<file path="src/spfc_pkg.sv">
// ==========================================================================
// shared constants for the semi-period / frequency counter
// ==========================================================================
package spfc_pkg;

    // ======================================================================
    // register map (byte addresses, one 32-bit word each)
    // ======================================================================
    localparam logic [7:0] REG_CTRL    = 8'h00;
    localparam logic [7:0] REG_CMD     = 8'h04;
    localparam logic [7:0] REG_STATUS  = 8'h08;
    localparam logic [7:0] REG_COUNT   = 8'h0C;
    localparam logic [7:0] REG_SAVE    = 8'h10;
    localparam logic [7:0] REG_PULSE_N = 8'h14;

    // ======================================================================
    // field positions
    // ======================================================================
    localparam int unsigned CTRL_MODE_LSB  = 0;
    localparam int unsigned CTRL_SRC_FALL  = 2;
    localparam int unsigned CTRL_GATE_LOW  = 3;
    localparam int unsigned CTRL_DCP       = 4;
    localparam int unsigned CTRL_GATE_PEER = 5;
    localparam int unsigned CTRL_W         = 6;
    localparam int unsigned CMD_ARM        = 0;
    localparam int unsigned CMD_DISARM     = 1;
    localparam int unsigned STAT_ARMED     = 0;
    localparam int unsigned STAT_DONE      = 1;
    localparam int unsigned STAT_OUT       = 2;

    // ======================================================================
    // reset values
    // ======================================================================
    localparam logic [5:0]  CTRL_RST    = 6'h00;
    localparam logic [31:0] PULSE_N_RST = 32'h0000_0001;

    // ======================================================================
    // types
    // ======================================================================
    typedef enum logic [1:0] {
        MODE_SINGLE   = 2'h0,
        MODE_BUF_SEMI = 2'h1,
        MODE_PULSE    = 2'h2,
        MODE_RSVD     = 2'h3
    } spfc_mode_t;

    typedef enum logic [3:0] {
        ST_IDLE  = 4'h1,
        ST_WAIT  = 4'h2,
        ST_COUNT = 4'h4,
        ST_DONE  = 4'h8
    } spfc_state_t;

endpackage

</file>
<file path="src/spfc_top.sv">
// Overview of operation
// - armed counter measures between gate transitions: any edge in buffered mode, active to inactive in single mode
// - count only selected source edge polarity
// - buffered mode: every gate edge saves count unless duplicate count prevention skips it
// - each buffered capture offered to dma engine
// - buffered mode counting starts at arm; first value partial
// - single semi-period equals single pulse-width
// - pulse mode emits pulse of n source periods
// - internal output routable to peer counter gate
// - async gate may shift count by one
// - single mode latches at inactive, then ignores
// - counter and save registers are 32 bits
//
// The implementer's own choices: the register offsets and the plain strobed port.
`timescale 1ns/100ps
`default_nettype none

module spfc_top
    import spfc_pkg::*;
#(
    parameter int unsigned CNT_W = 32
)(
    // clock and reset
    input  wire logic             i_clk,
    input  wire logic             i_rst_b,
    // register port
    input  wire logic [7:0]       i_addr,
    input  wire logic [31:0]      i_wr_data,
    input  wire logic             i_wr,
    input  wire logic             i_rd,
    output logic      [31:0]      o_rd_data,
    // measurement inputs
    input  wire logic             i_gate,
    input  wire logic             i_source,
    input  wire logic             i_peer_out,
    // internal output toward a peer counter
    output logic                  o_int_out,
    // dma request side
    output logic                  o_dma_req,
    output logic      [CNT_W-1:0] o_dma_data
);

    // ======================================================================
    // state
    // ======================================================================
    spfc_state_t            state_ff;
    spfc_state_t            nxt_state;
    logic [CTRL_W-1:0]      ctrl_ff;
    logic [CNT_W-1:0]       pulse_n_ff;
    logic [CNT_W-1:0]       count_ff;
    logic [CNT_W-1:0]       nxt_count;
    logic [CNT_W-1:0]       save_ff;
    logic                   dma_req_ff;
    logic                   int_out_ff;
    logic                   seen_src_ff;
    logic [31:0]            rd_data_ff;
    logic                   gate_m_ff;
    logic                   gate_s_ff;
    logic                   gate_d_ff;
    logic                   src_m_ff;
    logic                   src_s_ff;
    logic                   src_d_ff;

    // ======================================================================
    // decode
    // ======================================================================
    wire spfc_mode_t mode       = spfc_mode_t'(ctrl_ff[CTRL_MODE_LSB +: 2]);
    wire             src_fall   = ctrl_ff[CTRL_SRC_FALL];
    wire             gate_low   = ctrl_ff[CTRL_GATE_LOW];
    wire             dcp_en     = ctrl_ff[CTRL_DCP];
    // peer output is on our clock already, so it skips the synchroniser
    wire             gate_now   = ctrl_ff[CTRL_GATE_PEER] ? i_peer_out : gate_s_ff;
    wire             gate_edge  = gate_now ^ gate_d_ff;
    wire             gate_act   = gate_now ^ gate_low;
    wire             gate_to_on = gate_edge & gate_act;
    wire             gate_to_off= gate_edge & ~gate_act;
    wire             src_act    = src_fall ? (src_d_ff & ~src_s_ff)
                                           : (src_s_ff & ~src_d_ff);
    wire             cmd_wr     = i_wr & (i_addr == REG_CMD);
    wire             arm        = cmd_wr & i_wr_data[CMD_ARM];
    wire             disarm     = cmd_wr & i_wr_data[CMD_DISARM];
    wire             in_count   = (state_ff == ST_COUNT);
    wire [CNT_W-1:0] cnt_inc    = count_ff + {{(CNT_W-1){1'b0}}, src_act};
    // duplicate count prevention: skip a gate edge with no source edge since
    wire             dcp_ok     = ~dcp_en | seen_src_ff | src_act;
    wire             buf_cap    = in_count & (mode == MODE_BUF_SEMI)
                                  & gate_edge & dcp_ok;
    wire             single_end = in_count & (mode == MODE_SINGLE) & gate_to_off;
    wire             pulse_end  = in_count & (mode == MODE_PULSE) & src_act
                                  & (cnt_inc >= pulse_n_ff);
    wire             arm_ok     = arm & (mode != MODE_RSVD);

    // ======================================================================
    // next state
    // ======================================================================
    always_comb
    begin
        nxt_state = state_ff;
        case (state_ff)
            ST_IDLE, ST_DONE:
            begin
                if (disarm)
                    nxt_state = ST_IDLE;
                else if (arm_ok)
                    nxt_state = (mode == MODE_BUF_SEMI) ? ST_COUNT : ST_WAIT;
            end
            ST_WAIT:
            begin
                // single mode armed mid-pulse waits for the next move into the active level; pulse mode waits for a source edge
                if (disarm)
                    nxt_state = ST_IDLE;
                else if ((mode == MODE_SINGLE) && gate_to_on)
                    nxt_state = ST_COUNT;
                else if ((mode == MODE_PULSE) && src_act)
                    nxt_state = ST_COUNT;
            end
            ST_COUNT:
            begin
                if (disarm)
                    nxt_state = ST_IDLE;
                else if (single_end || pulse_end)
                    nxt_state = ST_DONE;
            end
            default:
                nxt_state = ST_IDLE;
        endcase
    end

    always_comb
    begin
        nxt_count = count_ff;
        if (!in_count)
        begin
            if (state_ff != ST_DONE || arm_ok)
                nxt_count = '0;
        end
        else if (buf_cap)
            nxt_count = '0;
        else
            nxt_count = cnt_inc;
    end

    // ======================================================================
    // register port
    // ======================================================================
    wire [31:0] status_word = {29'h0, int_out_ff, (state_ff == ST_DONE),
                               (state_ff != ST_IDLE) && (state_ff != ST_DONE)};
    wire [31:0] rd_mux =
        (i_addr == REG_CTRL)    ? {{(32-CTRL_W){1'b0}}, ctrl_ff} :
        (i_addr == REG_STATUS)  ? status_word :
        (i_addr == REG_COUNT)   ? 32'(count_ff) :
        (i_addr == REG_SAVE)    ? 32'(save_ff) :
        (i_addr == REG_PULSE_N) ? 32'(pulse_n_ff) : 32'h0000_0000;

    always_ff @(posedge i_clk)
    begin
        if (!i_rst_b)
        begin
            ctrl_ff    <= CTRL_RST;
            pulse_n_ff <= CNT_W'(PULSE_N_RST);
            rd_data_ff <= 32'h0000_0000;
        end
        else
        begin
            if (i_wr && (i_addr == REG_CTRL))
                ctrl_ff <= i_wr_data[CTRL_W-1:0];
            if (i_wr && (i_addr == REG_PULSE_N))
                pulse_n_ff <= i_wr_data[CNT_W-1:0];
            rd_data_ff <= i_rd ? rd_mux : 32'h0000_0000;
        end
    end

    // ======================================================================
    // synchronisers; a count may be off by one from sampling phase
    // ======================================================================
    always_ff @(posedge i_clk)
    begin
        if (!i_rst_b)
        begin
            {gate_m_ff, gate_s_ff, gate_d_ff} <= 3'h0;
            {src_m_ff, src_s_ff, src_d_ff}    <= 3'h0;
        end
        else
        begin
            {gate_m_ff, gate_s_ff, gate_d_ff} <= {i_gate, gate_m_ff, gate_now};
            {src_m_ff, src_s_ff, src_d_ff}    <= {i_source, src_m_ff, src_s_ff};
        end
    end

    // ======================================================================
    // counter core
    // ======================================================================
    always_ff @(posedge i_clk)
    begin
        if (!i_rst_b)
        begin
            state_ff    <= ST_IDLE;
            count_ff    <= '0;
            save_ff     <= '0;
            dma_req_ff  <= 1'b0;
            int_out_ff  <= 1'b0;
            seen_src_ff <= 1'b0;
        end
        else
        begin
            state_ff    <= nxt_state;
            count_ff    <= nxt_count;
            dma_req_ff  <= buf_cap;
            int_out_ff  <= (nxt_state == ST_COUNT) && (mode == MODE_PULSE);
            seen_src_ff <= in_count & ~buf_cap & (seen_src_ff | src_act);
            if (buf_cap || single_end)
                save_ff <= cnt_inc;
        end
    end

    assign o_rd_data  = rd_data_ff;
    assign o_int_out  = int_out_ff;
    assign o_dma_req  = dma_req_ff;
    assign o_dma_data = save_ff;

    // ======================================================================
    // checks
    // ======================================================================
    logic [CNT_W-1:0] pw_edges_ff;
    always_ff @(posedge i_clk)
    begin
        if (!i_rst_b || !int_out_ff)
            pw_edges_ff <= '0;
        else if (src_act)
            pw_edges_ff <= pw_edges_ff + {{(CNT_W-1){1'b0}}, 1'b1};
    end
endmodule // spfc_top

`default_nettype wire

</file>
<file path="config.mk">
export PLATFORM = sky130hd
export DESIGN_NAME = spfc_top
export DESIGN_NICKNAME = d
export VERILOG_FILES = /design/src/spfc_pkg.sv /design/src/spfc_top.sv
export SDC_FILE = /design/constraint.sdc
export NUM_CORES = 1
export LEC_CHECK = 0
export BUFFER_PORTS_ARGS = -buffer_cell sky130_fd_sc_hd__buf_2
export CELL_PAD_IN_SITES_DETAIL_PLACEMENT = 1
export CELL_PAD_IN_SITES_GLOBAL_PLACEMENT = 1
export CORE_UTILIZATION = 43
export DETAILED_ROUTE_END_ITERATION = 10
export PLACE_DENSITY = 0.81
export SKIP_LAST_GASP = 1
export SLEW_MARGIN = 20
export SYNTH_ARGS = -nofsm -noshare
export SYNTH_HDL_FRONTEND = slang
export SYNTH_SLANG_ARGS = --single-unit
</file>
<file path="constraint.sdc">
create_clock -name i_clk -period 4.4 [get_ports i_clk]
set_input_delay 1.1 -clock i_clk [delete_from_list [all_inputs] [get_ports i_clk]]
set_output_delay 1.1 -clock i_clk [all_outputs]
set_load 0.005 [all_outputs]
</file>
==> summary by stage, run 1 <==
Status
The flow ran to the end, and the final reports show no timing, DRC or antenna violations.

GRT
For this run, global-route usage on met1 was measured as 34.3%. The initial antenna violation count came to 0. For met2 alone, demand over resource in global routing was between 40 and 50%. The routing layer with the top usage in global route is met2.

The met3 track demand over resource in global routing is 4.64%. The number of global-route vias before repair is 7,150. The remaining global-route overflow is 0. The global-route usage over all layers is between 20% and 30%. Entering global routing, the biggest net connects 48 pins. The first global-routing pass estimated 37,700 µm of wire.

STA
The accumulated negative setup slack is 0 ps. The worst clock skew is 7.35 ps. For the pin with the worst max-slew slack, the measured transition is 775 ps. The timing-limited maximum frequency is 239 MHz. The number of endpoints with negative hold slack in the final report came to 0.

The worst path uses between 90% and 100% of the clock period. The clock period minus final worst setup slack is 4190 ps. Setup violations remaining at the end of the flow were counted as 0. The number of pins with negative max-slew slack in the final report is 0. The tightest hold margin is 451 ps. The worst slew margin relative to its limit is 47.8%.

Pwr
Power spread over the standard cell area amounts to 338 nW/µm². The worst-case IR drop observed on VDD is 0.000294 V. The leakage power figure is between 3 and 4 nW.

Setup path
In this run the worst setup path begins at ctrl_ff[2]. In this run the critical register-to-register path is captured at o_int_out. In this run the worst path has a maximum fanout of 7. The endpoint kind of the worst setup timing path is a register. The number of cells on the worst reg-to-reg path is 16. The worst setup path is launched from a register. Following the worst setup path forward leads to its endpoint at o_int_out. The critical path required time is about 4700 ps. The launch point of the worst reg-to-reg path is ctrl_ff[2].

The data arrival at the endpoint of the critical path is ~4500 ps. The setup check on the worst reg-to-reg path leaves a slack of 210 ps. The critical path class is reg -> reg.

Route
The detailed router placed between 6,000 and 7,000 vias in this run. The number of violations reported at the end of detailed-routing iteration 0 is 356. The remaining number of nets flagged by the antenna check after routing is 0. The DRC violation count after routing is 0. The total routed wirelength is 23,100 µm. Before antenna repair, the detailed router went through 5 iterations. The average wire per cell in the routed design is 18.9 µm. In the routed layout, each cell is associated on average with a via count of between 5 and 6.

Placed design
The congestion estimate from routability-driven global placement came to 0.883. The HPWL reported at the end of detailed placement is 15,600 µm. Port buffering added 112 buffers. The placement-stage cell area is 8080 µm².

Floorplanning
113 I/O pins were placed. For this configuration, the core starts out at a cell density of 44.5%. The area of the placeable core is 16,700 µm². The overall die height is around 130 µm. In this run the core area contains 47 standard-cell rows. The width of the die is 133 µm. The full die area is roughly 18,000 µm².

Layout
The area overhead of the layout relative to synthesis is 18.0%. The number of inserted filler cells in the final layout is ~2,100. Cells with a size suffix above 1 make up 18.6% of the layout. Across the whole layout, storage elements account for 2940 µm². In the layout the commonest cells are dfxtp_1, nand2_1, buf_2. After routing the design area is 8760 µm².

Summing all multi-input logic gate instances after layout gives ~4000 µm². The repair_antennas step left the layout with diodes totalling 0. At the end of the flow, the number of nets in the layout was 1,070. The library cell used most frequently in the layout, excluding fill and tap cells, is dfxtp_1.

Synth
The post-synthesis sequential element count is about 150. Each instance of the synthesized netlist takes up on average 8.26 µm². The flip-flop cell with the highest count after synthesis is dfxtp_1. By area the synthesized netlist is led by dfxtp_1, nand2_1, ha_1, nor2_1, mux2i_1. The library cell occupying the most area in the post-synthesis netlist is dfxtp_1.

Summed over its instances, the top area cell type makes up 39.6% of the synthesized netlist area. The fraction of registers with async set or reset after synthesis is 0%. The post-synth net total is just under 1,000.

After synthesis, the netlist uses approximately 60 different library cells. After technology mapping, the gate count stands at between 800 and 900. Yosys printed 0 warnings. The fraction of the yosys area taken by sequential cells is 39.6%. Yosys mapped a number of flops with a built-in enable equal to 0. The mapped netlist covers 7420 µm².

Clock tree
The deepest clock path buffer count is 2. The buffer type at the clock tree root is clkbuf_16. The TritonCTS clock tree is yes. CTS built an H-tree with a depth of 4. After clock tree synthesis, the clock-pin slew on the worst setup and hold paths is 60 ps.

The number of buffers added by the clock tree synthesis step is 17. The clock sink count is 147. The clock reaches the later pin of the worst-skew pair after 430 ps.

Job
Max-cap violations in this run came to 0.

Hold path
The worst hold path belongs to the class reg -> reg.
repair_timing:
action,CTS,global route
gates resized for setup,0,6
pin swaps,1,2
hold buffers,0,0
endpoints found under the setup margin,3,3
setup buffers,2,0
Yosys cell counts (all sizes together) (4+ instances only):
cell type / instances
dfxtp: 147
nand2: 123
nor2: 104
a21oi: 65
o21ai: 52
inv: 46
a22oi: 41
clkbuf: 41
mux2i: 38
ha: 34
nand3: 26
xnor2: 21
buf: 18
nand4: 16
a311oi: 13
and3: 12
nor4: 12
xor2: 12
nor2b: 9
o22ai: 8
and2: 7
and4: 5
nor3: 5
nand2b: 4
or3: 4
where the power goes:
part	internal, mW	switching [mW]
registers	1.33	0.00153
clock network	0.954	0.592
logic	0.0265	0.0567
per-layer routing:
| metal | up-vias | share of wire [%] |
|---|---|---|
| met5 | - | 0 |
| li1 | 3312 | - |
| met1 | 3354 | 45 |
| met4 | 0 | 2.7 |
| met2 | 188 | 48 |
| met3 | 50 | 4.8 |
worst min path at each step:
stage	from	end	slack [ps]	depth (start not counted)
2_1_floorplan	gate_m_ff	gate_s_ff	410	1
3_3_place_gp	gate_m_ff	gate_s_ff	420	1
3_5_place_dp	gate_m_ff	gate_s_ff	430	1
4_1_cts	gate_m_ff	gate_s_ff	450	1
5_1_grt	gate_m_ff	gate_s_ff	470	1
6_report	gate_m_ff	gate_s_ff	450	1
worst max-delay path, cell delays in order, from the launching register on:
cell,delay (ps)
dfxtp_1,350
nor3b_2,260
or2_2,160
ha_1,240
ha_4,210
nand3_4,130
nor4_4,380
buf_4,190
nand2_1,80
xnor2_1,180
ha_1,310
and4_1,250
nand4_1,110
or4_1,590
a311oi_2,330
o31ai_1,130
and3_1,160
metrics by stage:
| step | utilization (%) | worst slack [ps] | total power, mW | cells |
|---|---|---|---|---|
| after floorplan | - | 562 | 1.40 | 899 |
| after global placement | 48.4 | 208 | 1.44 | 1188 |
| after detailed placement | 48.4 | -75.4 | 1.45 | 1188 |
| after CTS | 52.3 | 88.1 | 2.98 | 1222 |
| after global routing | 52.5 | -51.1 | 3.04 | 1222 |
| final | 52.5 | 214 | 2.96 | 1222 |
sequential cells by signal, summed over array words and instances, names as in the netlist, 4 cells and up:
| name | cells |
|---|---|
| count_ff | 32 |
| o_dma_data | 32 |
| o_rd_data | 32 |
| pulse_n_ff | 32 |
| ctrl_ff | 6 |
| state_ff | 4 |
layout make-up:
class / count / share of cell area, %
clock buffers: 21 / 5.48
multi-input cells: 645 / 45.9
flip-flops and latches: 147 / 33.6
well taps: 220 / 3.14
repair buffers: 132 / 8.25
inverters: 46 / 1.97
clock inverters: 11 / 1.71
cells by family (layout without fill, tap and decap cells):
kind of cell,count (synthesis),after routing,synth area share (%)
multiplexers,38,38,5.17
adder cells (fa/ha/maj),34,34,5.73
flip-flops,147,147,39.6
AO/OA/AOI/OAI,199,199,16.4
AND/OR/NAND/NOR,341,341,22.3
XOR/XNOR,33,33,3.89
buffers and inverters,107,210,6.79
(Power assumes the default switching activity.)
==> run 2, diff against run 1 <==
Settings changed: CORE_UTILIZATION 43 to 46, PLACE_DENSITY 0.81 to 0.86.
Clock period 4.4 ns to 5.1 ns, I/O delays scaled along.
==> run 2 against run 1 <==
  * Clock-buffer cell count shrank 2
  * Total power decreased by 19%
  * Clock skew up 3.1 ps
  * Clock power fell by 23%
  * Critical path depth up 1
  * Largest cell class unchanged
  * Largest power group unchanged
==> summary by stage, run 2 (synthesized netlist as in run 1, its figures left out) <==
Status
The flow ran to the end, and the final reports show no timing, DRC or antenna violations.

Pwr
Summed over all cells, the static leakage comes to 3.43 nW. VDD sags by at most 0.000244 V. The post-layout total power is about 2.4 mW. For this design the ratio of total power to cell area is between 200 and 300 nW/µm².

STA
Dividing the final minimum period by the clock period gives 90.9%. The worst pin sits at a relative slew slack of 31.0%. The worst path needs 4640 ps of the cycle, external delays included.

Adding up every negative setup slack in the final design gives 0 ps. Hold is met by 446 ps. Based on the critical path, the design can be clocked at up to 216 MHz. The count of endpoints failing setup in the final report is 0.

Setup repair after global routing left no endpoint under its margin. The number of endpoints with negative hold slack in the final report is 0. The number of pins with negative max-slew slack in the final report is 0. Across the routed clock network, the largest skew measured is ~10 ps.

For the pin with the worst max-slew slack, the measured transition is between 1000 and 1500 ps. The final setup slack of the worst path is 464 ps.

Hold path
The class of the most critical hold timing path is reg -> reg.

Layout
The cell area after layout is 8600 µm². Cells fill between 50% and 60% of the core in the end. After filler insertion, the fill cell instance count of the layout stands at 1,931. The antenna cell count is 0. The multi-input combinational cells in the finished layout cover a total of 4000 µm². The proportion of layout cells with a drive suffix above 1 is 17.7%. The net total in the final layout is ~1,100.

Leaving out filler cells and counting taps, the final layout contains 1,211. The register area is 2940 µm². The area overhead of the layout relative to synthesis is 15.8%.

The commonest non-fill, non-tap cell in the layout is dfxtp_1. The top cell types in the final layout, fill and taps aside, are dfxtp_1, nand2_1, buf_2.

Placed design
The placement-stage cell area is 8030 µm². Summed over all nets, the half-perimeter wirelength after detailed placement is approximately 16,000 µm. The final weighted congestion in routability-driven placement is 0.870. The quantity of I/O buffers inserted on ports is 112. Counting tap cells, the placed design contains a total of 1,179 instances. Prior to clock tree synthesis, the placed netlist has a worst setup slack of approximately 440 ps.

Clock tree
In this run, post-CTS repair resized a total of 0 instances. The clock net in this run drives a total of 147 sinks. The number of buffers added by the clock tree synthesis step is 17. In this run the clock root is driven by a clkbuf_16. The clock input transition at the sequential cells of the worst setup and hold paths is 60 ps.

The post-CTS repair timing setup buffer count is 0. The number of hold buffers added after CTS is 0. The maximum level of the CTS H-tree is 4. The TritonCTS clock tree is yes.

The later pin in the worst-skew pair is clocked with a latency of 430 ps. Counting along the longest clock path gives a buffer depth of 2.

GRT
The number of global-route vias before repair came to 7,157. The maximum number of pins on one net before global-route repair is 50. The initial antenna violation count is 0.

The first global-routing pass estimated 37,100 µm of wire. The global-route usage over all layers is 28.9%. The total overflow left after global routing is 0.

Setup path
Of all nets on the critical path, the largest fanout is 10. The type of element launching the critical path is a register. The critical path class is reg -> reg. STA puts the critical path data arrival time at ~5000 ps. The worst setup path is captured at a register.

The critical path required time is 5430 ps.

Route
The number of violations reported at the end of detailed-routing iteration 0 is 574. The first detailed-routing pass took 5 iterations. In the routed design, unresolved DRC markers number 0. Once detail routing completed, the nets flagged for antenna violations numbered 0.

In the final routed layout, each cell accounts on average for 19.1 µm. The total routed wirelength is 23,200 µm. After detailed routing, the number of vias per cell comes to 5.75. The vias after detailed routing is around 7,000.

Floorplanning
The number of placement rows is 46. After floorplanning, the core was sized to cover 15,800 µm². In this run the count of I/O pins placed on the die edge is about 110.

The die is 129 µm wide. The overall die height is 129 µm. The starting density of the core is 46.9%. The die covers 16,700 µm².

Job
The total of max-cap violations is 0.
## run 2: per-layer routing
| metal | track usage, % | up-vias | part of all wire, % |
|---|---|---|---|
| met5 | 0 | - | 0 |
| met4 | 13.0 | 0 | 2.7 |
| met3 | 5.86 | 51 | 4.5 |
| met2 | 49.0 | 199 | 48 |
| met1 | 35.3 | 3414 | 44 |
| li1 | - | 3294 | - |
## run 2: worst paths after layout
check / to / slack, ps / cells past startpoint / startpoint
worst min register to register: gate_s_ff / 450 / 1 / gate_m_ff
worst min-delay path: gate_s_ff / 450 / 1 / gate_m_ff
worst max-delay path: o_int_out / 460 / 17 / ctrl_ff[2]
worst max register to register: o_int_out / 460 / 17 / ctrl_ff[2]
## run 2: final cells by class
class                           instances  share of cell area, %
Multi-Input combinational cell        645                   46.5
Sequential cell                       147                   34.2
Timing Repair Buffer                  125                   7.65
Clock buffer                           19                   5.15
Tap cell                              216                   3.14
Inverter                               46                   2.01
Clock inverter                         13                   1.31
## run 2: where the power goes
group / switching [mW] / leakage (nW) / internal, mW
sequential: 0.00121 / 1.18 / 1.15
clock: 0.510 / 0.268 / 0.680
combinational: 0.0475 / 1.97 / 0.0218
total: 0.559 / 3.43 / 1.85
## run 2: worst max-delay path, cell delays in order, from the launching register on
cell      delay, ps
dfxtp_1         340
nor3b_1         350
or2_2           190
ha_1            210
ha_1            300
nand3_2         210
nor4_4          550
and4_1          320
nand3_1          90
xor2_1          260
inv_1            90
ha_1            300
nand4_1         130
nor4_1          400
nand2_1         110
a311oi_1        380
o31ai_1         140
and3_1          150
